===== config.mk =====
export PLATFORM = sky130hd
export DESIGN_NAME = smc_top
export DESIGN_NICKNAME = d
export VERILOG_FILES = /design/src/smc_pkg.sv /design/src/smc_tick_if.sv /design/src/smc_timebase.sv /design/src/smc_top.sv
export VERILOG_INCLUDE_DIRS = /design/src
export SDC_FILE = /design/constraint.sdc
export NUM_CORES = 1
export LEC_CHECK = 0
export ABC_AREA = 1
export BUFFER_PORTS_ARGS = -buffer_cell sky130_fd_sc_hd__buf_2
export CORE_MARGIN = 2
export CORE_UTILIZATION = 55
export CTS_BUF_LIST = sky130_fd_sc_hd__clkbuf_2 sky130_fd_sc_hd__clkbuf_4 sky130_fd_sc_hd__clkbuf_8
export DETAILED_ROUTE_END_ITERATION = 16
export PLACE_DENSITY = 0.81
export SLEW_MARGIN = 20
export SYNTH_ARGS = -nofsm -noshare
export SYNTH_HDL_FRONTEND = slang
export SYNTH_SLANG_ARGS = --single-unit

===== constraint.sdc =====
create_clock -name clk -period 1.6 [get_ports clk]
set_input_delay 0.08 -clock clk [delete_from_list [all_inputs] [get_ports clk]]
set_output_delay 0.08 -clock clk [all_outputs]
set_load 0.01 [all_outputs]

===== src/smc_consts.svh =====
`ifndef SMC_CONSTS_SVH
`define SMC_CONSTS_SVH
// Clock rate and derived cycles per millisecond
`define SMC_CLK_MHZ 250
`define SMC_US_PER_MS 1000
`define SMC_MS_CYC (`SMC_CLK_MHZ * `SMC_US_PER_MS)
// Time base divisions
`define SMC_SEC_MS 1000
`define SMC_MIN_SEC 60
`define SMC_FLASH_MS 250
// Reset contact window, in ms
`define SMC_RST_MIN_MS 12'h0FA
`define SMC_RST_MAX_MS 12'h7D0
// Mute sensor pairing window, in ms
`define SMC_MUTE_GAP_MS 12'hBB8
// Backdoor timer lengths (seconds, seconds, minutes)
`define SMC_BD_S30 6'h1E
`define SMC_BD_S60 6'h3C
`define SMC_BD_M30 6'h1E
// Register byte offsets
`define SMC_CTRL_OFS 32'h00000000
`define SMC_STAT_OFS 32'h00000004
`define SMC_DISP_OFS 32'h00000008
// CTRL fields
`define SMC_CTRL_AUTO 0
`define SMC_CTRL_ONEDIR 1
`define SMC_CTRL_WIN 2
`define SMC_CTRL_FB1 3
`define SMC_CTRL_BD_LO 4
`define SMC_CTRL_BD_HI 5
`define SMC_CTRL_MASK 32'h0000003F
`define SMC_CTRL_RST 32'h00000001
`endif


===== src/smc_pkg.sv =====
package smc_pkg;
    typedef enum logic [4:0] {
        ST_OFF = 5'h01,
        ST_WAIT = 5'h02,
        ST_RUN = 5'h04,
        ST_MUTE = 5'h08,
        ST_FAULT = 5'h10
    } smc_state_t;
    typedef enum logic [1:0] {
        BD_OFF = 2'h0,
        BD_S30 = 2'h1,
        BD_S60 = 2'h2,
        BD_M30 = 2'h3
    } smc_bd_t;
endpackage : smc_pkg


===== src/smc_tick_if.sv =====
`timescale 1ns/10ps
interface smc_tick_if;
    logic ms;
    logic sec;
    logic min;
    logic flash;
    modport gen (output ms, output sec, output min, output flash);
    modport sink (input ms, input sec, input min, input flash);
endinterface : smc_tick_if


===== src/smc_timebase.sv =====
`timescale 1ns/10ps
`include "smc_consts.svh"
module smc_timebase #(
    parameter int MS_CYC = `SMC_MS_CYC
) (
    input wire clk,
    input wire rst_n,
    smc_tick_if.gen tk
);
    logic [19:0] cyc_q;
    logic [9:0] ms_q;
    logic [5:0] sec_q;
    logic [7:0] fl_q;
    logic ms_q1;
    logic sec_q1;
    logic min_q1;
    logic flash_q;

    // Millisecond prescaler, one pulse per wrap
    always_ff @(posedge clk or negedge rst_n) begin
        if (!rst_n) begin
            cyc_q <= 20'h00000;
            ms_q1 <= 1'b0;
        end else begin
            ms_q1 <= (cyc_q == 20'(MS_CYC - 1));
            if (cyc_q == 20'(MS_CYC - 1)) begin
                cyc_q <= 20'h00000;
            end else begin
                cyc_q <= cyc_q + 20'h00001;
            end
        end
    end

    // Seconds and minutes chained on the ms pulse
    always_ff @(posedge clk or negedge rst_n) begin
        if (!rst_n) begin
            ms_q <= 10'h000;
            sec_q <= 6'h00;
            sec_q1 <= 1'b0;
            min_q1 <= 1'b0;
        end else begin
            sec_q1 <= 1'b0;
            min_q1 <= 1'b0;
            if (ms_q1) begin
                if (ms_q == 10'(`SMC_SEC_MS - 1)) begin
                    ms_q <= 10'h000;
                    sec_q1 <= 1'b1;
                    if (sec_q == 6'(`SMC_MIN_SEC - 1)) begin
                        sec_q <= 6'h00;
                        min_q1 <= 1'b1;
                    end else begin
                        sec_q <= sec_q + 6'h01;
                    end
                end else begin
                    ms_q <= ms_q + 10'h001;
                end
            end
        end
    end

    // Indicator flash, 2 Hz square wave
    always_ff @(posedge clk or negedge rst_n) begin
        if (!rst_n) begin
            fl_q <= 8'h00;
            flash_q <= 1'b0;
        end else if (ms_q1) begin
            if (fl_q == 8'(`SMC_FLASH_MS - 1)) begin
                fl_q <= 8'h00;
                flash_q <= ~flash_q;
            end else begin
                fl_q <= fl_q + 8'h01;
            end
        end
    end

    assign tk.ms = ms_q1;
    assign tk.sec = sec_q1;
    assign tk.min = min_q1;
    assign tk.flash = flash_q;
endmodule : smc_timebase


===== src/smc_top.sv =====
`timescale 1ns/10ps
`include "smc_consts.svh"
module smc_top
    import smc_pkg::*;
#(
    parameter int MS_CYC = `SMC_MS_CYC
) (
    input wire clk,
    input wire rst_n,
    input wire hsel,
    input wire [31:0] haddr,
    input wire [1:0] htrans,
    input wire hwrite,
    input wire [2:0] hsize,
    input wire [31:0] hwdata,
    input wire hready,
    output logic [31:0] hrdata,
    output logic hreadyout,
    output logic hresp,
    input wire muted_stop_input_a,
    input wire muted_stop_input_b,
    input wire supplemental_stop_input_a,
    input wire supplemental_stop_input_b,
    input wire reset_contact,
    input wire mute_sensor_a1,
    input wire mute_sensor_a2,
    input wire mute_sensor_b1,
    input wire mute_sensor_b2,
    input wire mute_window_input,
    input wire contactor_feedback_input_1,
    input wire contactor_feedback_input_2,
    input wire feedback_link,
    output logic [1:0] safety_output_pair,
    output logic led_green,
    output logic led_yellow,
    output logic led_red,
    output logic mute_lamp,
    output logic muted_stop_ind_a,
    output logic muted_stop_ind_b,
    output logic disp_dash,
    output logic disp_num_en,
    output logic [5:0] disp_value
);
    smc_tick_if tk ();
    smc_state_t st_q;
    smc_state_t st_d;
    smc_bd_t bd_sel;
    logic [31:0] ctrl_q;
    logic [31:0] adr_q;
    logic [31:0] rdata_q;
    logic wr_q;
    logic [11:0] rst_ms_q;
    logic rst_prev_q;
    logic [11:0] gap_ms_q;
    logic pair_q;
    logic b_first_q;
    logic win_prev_q;
    logic win_armed_q;
    logic [5:0] bd_q;
    logic [1:0] out_q;
    logic green_q;
    logic yellow_q;
    logic red_q;
    logic lamp_q;
    logic ind_a_q;
    logic ind_b_q;
    logic dash_q;
    logic num_en_q;
    logic [5:0] val_q;

    smc_timebase #(.MS_CYC(MS_CYC)) u_tb (
        .clk(clk),
        .rst_n(rst_n),
        .tk(tk)
    );

    // Full-word address match; used by write and read paths
    function automatic logic is_ofs(logic [31:0] a, logic [31:0] o);
        is_ofs = (a == o);
    endfunction : is_ofs

    // Configuration fields
    wire auto_rst = ctrl_q[`SMC_CTRL_AUTO];
    wire one_dir = ctrl_q[`SMC_CTRL_ONEDIR];
    wire win_en = ctrl_q[`SMC_CTRL_WIN];
    wire feedback_mode_switch = ctrl_q[`SMC_CTRL_FB1];
    assign bd_sel = smc_bd_t'(ctrl_q[`SMC_CTRL_BD_HI:`SMC_CTRL_BD_LO]);

    // Stop interfaces give go only with both channels closed
    wire msi_ok = muted_stop_input_a & muted_stop_input_b;
    wire ssi_ok = supplemental_stop_input_a & supplemental_stop_input_b;
    wire all_ok = msi_ok & ssi_ok;

    wire fb_ok = feedback_link | (feedback_mode_switch ?
        (contactor_feedback_input_1 & ~contactor_feedback_input_2) :
        (contactor_feedback_input_1 & contactor_feedback_input_2));

    // AHB-Lite slave: zero wait states, always OKAY
    wire acc = hsel & htrans[1] & hready;
    assign hreadyout = 1'b1;
    assign hresp = 1'b0;
    assign hrdata = rdata_q;

    // Address phase capture and read data
    always_ff @(posedge clk or negedge rst_n) begin
        if (!rst_n) begin
            wr_q <= 1'b0;
            adr_q <= 32'h00000000;
            rdata_q <= 32'h00000000;
        end else begin
            wr_q <= acc & hwrite;
            if (acc) begin
                adr_q <= haddr;
            end
            if (acc & ~hwrite) begin
                if (is_ofs(haddr, `SMC_CTRL_OFS)) begin
                    rdata_q <= ctrl_q;
                end else if (is_ofs(haddr, `SMC_STAT_OFS)) begin
                    rdata_q <= {23'h0, b_first_q, win_armed_q,
                        fb_ok, out_q[0], st_q};
                end else if (is_ofs(haddr, `SMC_DISP_OFS)) begin
                    rdata_q <= {24'h000000, dash_q, num_en_q, val_q};
                end else begin
                    rdata_q <= 32'h00000000;
                end
            end
        end
    end

    // Control register write in the data phase
    always_ff @(posedge clk or negedge rst_n) begin
        if (!rst_n) begin
            ctrl_q <= `SMC_CTRL_RST;
        end else if (wr_q && is_ofs(adr_q, `SMC_CTRL_OFS)) begin
            ctrl_q <= hwdata & `SMC_CTRL_MASK;
        end
    end

    // reset press timing
    // Saturates just past the limit so a long press is never accepted
    always_ff @(posedge clk or negedge rst_n) begin
        if (!rst_n) begin
            rst_ms_q <= 12'h000;
            rst_prev_q <= 1'b0;
        end else begin
            rst_prev_q <= reset_contact;
            if (!reset_contact) begin
                rst_ms_q <= 12'h000;
            end else if (tk.ms && rst_ms_q <= `SMC_RST_MAX_MS) begin
                rst_ms_q <= rst_ms_q + 12'h001;
            end
        end
    end

    // Accepted on the opening edge only
    wire rst_ok = rst_prev_q & ~reset_contact &
        (rst_ms_q >= `SMC_RST_MIN_MS) & (rst_ms_q <= `SMC_RST_MAX_MS);

    // time between first-pair sensors
    // Counts while exactly one is active, frozen once both are
    wire a_any = mute_sensor_a1 | mute_sensor_a2;
    wire a_both = mute_sensor_a1 & mute_sensor_a2;
    wire b_any = mute_sensor_b1 | mute_sensor_b2;
    always_ff @(posedge clk or negedge rst_n) begin
        if (!rst_n) begin
            gap_ms_q <= 12'h000;
            pair_q <= 1'b0;
        end else begin
            pair_q <= a_both;
            if (!a_any) begin
                gap_ms_q <= 12'h000;
            end else if (!a_both && tk.ms &&
                    gap_ms_q <= `SMC_MUTE_GAP_MS) begin
                gap_ms_q <= gap_ms_q + 12'h001;
            end
        end
    end

    // second pair seen before first
    // Set needs a second-pair sensor, so all sensors dropping together clears it
    always_ff @(posedge clk or negedge rst_n) begin
        if (!rst_n) begin
            b_first_q <= 1'b0;
        end else if (b_any && !a_any) begin
            b_first_q <= 1'b1;
        end else if (!a_any && !b_any) begin
            b_first_q <= 1'b0;
        end
    end

    wire mute_go;

    // window armed by a fresh closure
    // Consumed at mute start; opening mid-mute changes nothing
    always_ff @(posedge clk or negedge rst_n) begin
        if (!rst_n) begin
            win_prev_q <= 1'b0;
            win_armed_q <= 1'b0;
        end else begin
            win_prev_q <= mute_window_input;
            if (mute_window_input && !win_prev_q) begin
                win_armed_q <= 1'b1;
            end else if (mute_go) begin
                win_armed_q <= 1'b0;
            end
        end
    end

    assign mute_go = (st_q == ST_RUN) && all_ok && a_both && !pair_q &&
        (gap_ms_q <= `SMC_MUTE_GAP_MS) && !(one_dir && b_first_q) &&
        (!win_en || win_armed_q);

    // minute steps for the long timer
    // First step may fall early: ticks are free running
    wire bd_step = (bd_sel == BD_M30) ? tk.min : tk.sec;
    always_ff @(posedge clk or negedge rst_n) begin
        if (!rst_n) begin
            bd_q <= 6'h00;
        end else if (mute_go) begin
            unique case (bd_sel)
                BD_S30: bd_q <= `SMC_BD_S30;
                BD_S60: bd_q <= `SMC_BD_S60;
                BD_M30: bd_q <= `SMC_BD_M30;
                BD_OFF: bd_q <= 6'h00;
            endcase
        end else if (st_q == ST_MUTE && bd_step && bd_q != 6'h00) begin
            bd_q <= bd_q - 6'h01;
        end
    end

    wire bd_exp = (bd_sel != BD_OFF) && (bd_q == 6'h00);

    // Main sequence
    always_comb begin
        st_d = st_q;
        unique case (st_q)
            ST_OFF: begin
                if (all_ok) begin
                    if (!auto_rst) begin
                        st_d = ST_WAIT;
                    end else if (fb_ok) begin
                        st_d = ST_RUN;
                    end else begin
                        st_d = ST_FAULT;
                    end
                end
            end
            ST_WAIT: begin
                if (!all_ok) begin
                    st_d = ST_OFF;
                end else if (rst_ok) begin
                    st_d = fb_ok ? ST_RUN : ST_FAULT;
                end
            end
            ST_RUN: begin
                if (!all_ok) begin
                    st_d = ST_OFF;
                end else if (mute_go) begin
                    st_d = ST_MUTE;
                end
            end
            ST_MUTE: begin
                if (!ssi_ok) begin
                    st_d = ST_OFF;
                end else if (bd_exp || !a_any) begin
                    st_d = msi_ok ? ST_RUN : ST_OFF;
                end
            end
            ST_FAULT: begin
                if (fb_ok && !all_ok) begin
                    st_d = ST_OFF;
                end
            end
            default: st_d = ST_OFF;
        endcase
    end

    always_ff @(posedge clk or negedge rst_n) begin
        if (!rst_n) begin
            st_q <= ST_OFF;
        end else begin
            st_q <= st_d;
        end
    end

    // Pins and state lamps follow the next state, in step with st_q; stop indicators copy their inputs
    // outputs and green in run and mute
    always_ff @(posedge clk or negedge rst_n) begin
        if (!rst_n) begin
            out_q <= 2'h0;
            green_q <= 1'b0;
            yellow_q <= 1'b0;
            red_q <= 1'b0;
            lamp_q <= 1'b0;
            ind_a_q <= 1'b0;
            ind_b_q <= 1'b0;
        end else begin
            out_q <= {2{st_d == ST_RUN || st_d == ST_MUTE}};
            green_q <= (st_d == ST_RUN || st_d == ST_MUTE);
            yellow_q <= (st_d == ST_WAIT) & tk.flash;
            red_q <= (st_d == ST_FAULT) & tk.flash;
            lamp_q <= (st_d == ST_MUTE);
            ind_a_q <= muted_stop_input_a;
            ind_b_q <= muted_stop_input_b;
        end
    end

    // Display one cycle behind the state
    // unlimited mute: flashing dash
    always_ff @(posedge clk or negedge rst_n) begin
        if (!rst_n) begin
            dash_q <= 1'b0;
            num_en_q <= 1'b0;
            val_q <= 6'h00;
        end else if (st_q == ST_MUTE && bd_sel != BD_OFF) begin
            dash_q <= 1'b0;
            num_en_q <= 1'b1;
            val_q <= bd_q;
        end else begin
            dash_q <= (st_q == ST_MUTE) ? tk.flash : 1'b1;
            num_en_q <= 1'b0;
            val_q <= 6'h00;
        end
    end

    assign safety_output_pair = out_q;
    assign led_green = green_q;
    assign led_yellow = yellow_q;
    assign led_red = red_q;
    assign mute_lamp = lamp_q;
    assign muted_stop_ind_a = ind_a_q;
    assign muted_stop_ind_b = ind_b_q;
    assign disp_dash = dash_q;
    assign disp_num_en = num_en_q;
    assign disp_value = val_q;
endmodule : smc_top

# Word level (Yosys, flattened, before mapping)
# Index checks and enable logic that the tools add are counted.
# totals
regBits,174
input_bits,87
output_inout_bits,50
elab_cells,166
# classes
add_sub_neg,7
magnitude_cmp,3
n_eq_ne,20
n_mux,41
bitwise,22
n_reduce_logical,42
# ops
cell,n
$logic_not 32->1,2
$mux 5,10
$mux 12,4
$eq 32x3->1 const B,1
$eq 32x4->1 const B,1
$mux 32,1
$pmux 5 s5,1
$add 12x1->12 const B,2
$mux 6,4
$add 20x1->20 const B,1
$eq 20x18->1 const B,1
$mux 20,1
$logic_and 1x1->1,19
$pmux 6 s3,1
$mux 8,2
$and 1x1->1,15
$mux 1,14
$ge 12x8->1 const B,1
$le 12x11->1 const B,1
$le 12x12->1 const B,1
$add 10x1->10 const B,1
$eq 10x10->1 const B,1
$eq 5x2->1 const B,2
$eq 5x3->1 const B,2
other kinds (24),46

# Logic depth before layout (Yosys ltp)
# logic_depth
ltp_word,13
mapped_depth,11
depth_no_buf,11

# By module
# A second synthesis with hierarchy kept.
# hier_totals
cells_unflattened,1051
hier_area_um2,8180.3
# modules_own_cells
mod,instances,cells_each,area_per_inst_um2
smc_top,1,695,5499.0
smc_timebase,1,356,2681.3

# Worst setup path before layout
# No wires, ideal clock.
# synth_path
path_type,flip-flop to flip-flop
from,register u_tb.cyc_q[0]
to,register u_tb.cyc_q[0]
setup_time_ps,112
t_arrival_ps,1352
t_required_ps,1488
slack_ps,137
stages_incl_launch_ff,8
period_less_slack_ps,1463
cell_sequence,dfrtp_1 -> ha_1 -> nand3_1 -> nor2_1 -> nand4_1 -> nor2_1 -> or2_2 -> inv_1
# synth_between
elab_chain_len,2
word_cells_on_any_way,3
classes_between,add/sub: 1; eq/ne: 1; mux: 1
# synth_lines
item,line,source
"start, declared",smc_timebase.sv:10,logic [19:0] cyc_q;
"start signal, assigned",smc_timebase.sv:29,cyc_q <= cyc_q + 20'h00001;
$add 20x1->20 / $eq 20x18->1 (equally long branches),"smc_timebase.sv:29, smc_timebase.sv:26",
$mux 20 (*),smc_timebase.sv:26,if (cyc_q == 20'(MS_CYC - 1)) begin
# Mark *: on every way between the ends. The rest lies on a longest branch, timed or not.
# A chain may end at the register's enable or synchronous reset.

# Worst setup path after layout
# layout_path
from,register gap_ms_q[8]
to,register bd_q[2]
# layout_between
elab_chain_len,5
word_cells_on_any_way,6
classes_between,order compare: 1; mux: 1; reduce/logical: 4
# layout_lines
item,line,source
"start, declared",smc_top.sv:54,logic [11:0] gap_ms_q;
"start signal, assigned",smc_top.sv:174,gap_ms_q <= gap_ms_q + 12'h001;
$le 12x12->1 (no source line) (*),--,
$logic_and 1x1->1 (*) (3 in series),smc_top.sv:209,assign mute_go = (st_q == ST_RUN) && all_ok && a_both && !pair_q &&
$mux 6 / $reduce_bool 2->1 (equally long branches),--,
"end signal, assigned",smc_top.sv:221,BD_S30: bd_q <= `SMC_BD_S30;
"end signal, assigned",smc_top.sv:222,BD_S60: bd_q <= `SMC_BD_S60;
"end signal, assigned",smc_top.sv:223,BD_M30: bd_q <= `SMC_BD_M30;
"end, declared",smc_top.sv:59,logic [5:0] bd_q;
# Marked as above.

==> results.yml <==
status:
  status: "finished, violations left"
  violations: "setup timing"
placement:
  dp.cells: 1276
  io_buffers: 81
  hpwl_mm: 12.4
  place_ws_ns: -0.0354
  routabilityCongestion: 0.915
worst_setup_path:
  cp_top_family: "simple AND/OR/NAND/NOR gates"
  crit_buf_inv: 0
  critical_path_class: "reg -> reg"
  end_kind: "register"
  crit_path_max_incr_delay_ns: 0.43
  critPathSlowestCell: "dfrtp_1"
  cp_max_fo: 5
  cp_cell_sequence: "nand2_2 > nor2_1 > o21ai_2 > nand2_2 > nor2_4 > nand2_4 > nand2_2 > nand2_1 > nand2_1 > nand2_1"
  cp-start-kind: "register"
  crit_arrival_ns: 2.02
  cp.required_ns: 1.95
logic_synthesis:
  synth_edf_count: 0
  yosys_warnings: 0
  synth_top_cells_by_count: "nand2_1 (223), dfrtp_1 (148), inv_1 (140)"
  synthFlopType: "dfrtp_1"
  synthArstFlopShare: 1.00
  yosysTopAreaCell: "dfrtp_1"
  syn_avg_cell_area_um2: 7.90
  ys_seq_elements: 150
  synth_area_mm2: 0.00784
  netlist_instances: 992
  ys_seq_area_frac: 0.479
  ys_top_cells_by_area: "dfrtp_1 (47%), nand2_1 (11%), inv_1 (6.7%), nand3_1 (5.3%), nor2_1 (4.8%)"
  yosysMostFrequentCell: "nand2_1"
  yosysTopAreaCellShare: 0.472
  synth.distinct_cells: 44
timing:
  slew_headroom: 0.599
  slew_violations: 0
  min_period_over_period: 1.04
  finalSetupTns_ns: -0.369
  tightest_slew_ns: 0.597
  finalSetupViolations: 11
  hold_ws_ns: 0.0652
  min_period_ns: 1.67
  skew_ns: 0.0124
  hold_viol: 0
  rsz0062_at_grt: "true"
  fin_ws_ns: -0.0651
  fmax_mhz: 601
die:
  rows: 43
  start_util: 0.565
  dieArea_mm2: 0.0152
  ios: 137
  die_h_um: 123
  die_w_um: 123
  core_region_area_mm2: 0.0139
drt:
  drt_iter0_drc: 754
  drt_first_pass_iters: 6
  ant_nets: 0
  wl_per_cell_um: 14.6
  vias: 7375
  drc_errors: 0
  drt-total-wl_mm: 20.2
  viasPerCell: 5.36
grt:
  first_global_vias: 6594
  grt_usage: 0.252
  grt_pass1_wl_mm: 29.9
  grt_max_degree: 66
  antenna_found_initial: 0
  globalRouteOverflowTotal: 0
clock_tree:
  tritoncts: "built"
  cts_root_buffer: "clkbuf_8"
  clock_sinks: 150
  clockBufferDepth: 2
  clock_latency_ns: 0.46
  clk_pin_slew_ns: 0.08
  cts_buffers: 17
  cts_htree_levels: 4
power:
  cellPowerDensity_mw_per_mm2: 822
  vdd_drop_max_mv: 0.535
  p_leak_uw: 0.00506
cells_and_area:
  layout.nets: 1282
  area_growth_pct: 27.1
  drive_above_1_share: 0.232
  fillers: 924
  diodes: 0
  final_cell_count_no_fill: 1377
  final_util: 0.718
run:
  maxCapViolCount: 0
min_path:
  hold_path_class: "in -> reg"
==> power breakdown <==
group | switching, uW | leakage [uW] | internal (uW) | total [uW]
Clock | 1380 | 0.000225 | 1820 | 3200
Sequential | 123 | 0.00196 | 3980 | 4100
Combinational | 530 | 0.00288 | 360 | 890
==> state kept, by name, summed over array words and instances, names as in the netlist, 5 cells and up <==
signal      cells
ctrl_q          6
st_q            5
disp_value      6
u_tb.fl_q       8
u_tb.ms_q      10
adr_q          32
u_tb.sec_q      6
rst_ms_q       12
gap_ms_q       12
hrdata          9
bd_q            6
u_tb.cyc_q     20
==> layer usage <==
metal  global-route usage  vias to the layer above  routed length (um)
met5                    0                        -                   0
li1                     -                     3532                   -
met3               0.0494                       67                1180
met2                0.426                      300                9910
met1                0.319                     3476                8490
met4               0.0980                        0                 593
==> path summary, 6_finish.rpt <==
path,depth (start not counted),slack [ns],endpoint,start
setup / recovery,10,-0.07,bd_q[2]$_DFFE_PN0P_,gap_ms_q[8]$_DFFE_PN0P_
hold / removal,5,0.07,hrdata[6]$_DFFE_PN0P_,feedback_link
setup reg to reg,10,-0.07,bd_q[2]$_DFFE_PN0P_,gap_ms_q[8]$_DFFE_PN0P_
hold reg to reg,1,0.42,win_armed_q$_DFFE_PN0P_,win_prev_q$_DFF_PN0_
max in group asynchronous,3,0.89,st_q[0]$_DFF_PN1_,rst_n
min in group asynchronous,2,0.09,adr_q[19]$_DFFE_PN0P_,rst_n
==> timing repair <==
action                     in CTS  in global routing
setup buffers                   2                 17
gates cloned                    1                  1
hold endpoints to repair      201                  0
resized for setup               9                 71
pin swaps                       7                 22
setup endpoints to repair      15                 53
hold buffers                   48                  0
==> layout by cell type, fill, tap and decap left out, types with 12 or more instances in the layout <==
cell type      instances
o21ai_0               58
nor3_1                21
buf_4                 54
xor2_1                21
o21ai_1               12
nor2_1                89
inv_2                 13
clkbuf_8              23
nand3_1               74
inv_1                131
dfrtp_1              143
conb_1                25
nor2_2                15
nand2_1              207
buf_2                 80
nand2_2               21
dlygate4sd3_1         48
a21oi_1               21
nand4_1               31
==> worst reg2reg max path, stage by stage (launching register included) <==
cell,delay (ns)
dfrtp_1,0.43
nand2_2,0.10
nor2_1,0.08
o21ai_2,0.25
nand2_2,0.14
nor2_4,0.22
nand2_4,0.12
nand2_2,0.07
nand2_1,0.05
nand2_1,0.06
nand2_1,0.04
==> through the flow <==
step / power (uW) / instance area, um2
3_5_place_dp: 4870 / 8630
6_report: 8190 / 9970
5_1_grt: 8500 / 9970
4_1_cts: 8140 / 9620
2_1_floorplan: 4610 / 7930
3_3_place_gp: 4850 / 8630
==> area by class of cell <==
type	count	area [um2]	area share
multi-input cells	679	3590	0.360
repair buffers	189	1380	0.139
clock buffers	25	332	0.0333
flip-flops and latches	150	3760	0.377
clock inverters	7	115	0.0115
inverters	147	558	0.0560
well taps	180	225	0.0226
==> cell families (layout without fill, tap and decap cells) <==
family | Yosys count | in the layout | share of synthesized area
AND/OR/NAND/NOR | 507 | 508 | 0.295
buffers and inverters | 187 | 368 | 0.104
flip-flops | 150 | 150 | 0.479
AO/OA/AOI/OAI | 108 | 108 | 0.0731
XOR/XNOR | 26 | 26 | 0.0290
adder cells (fa/ha/maj) | 11 | 11 | 0.0176
other | 2 | 25 | 0.000958
multiplexers | 1 | 1 | 0.00128
Note: power is estimated with default switching activity, not from simulation.
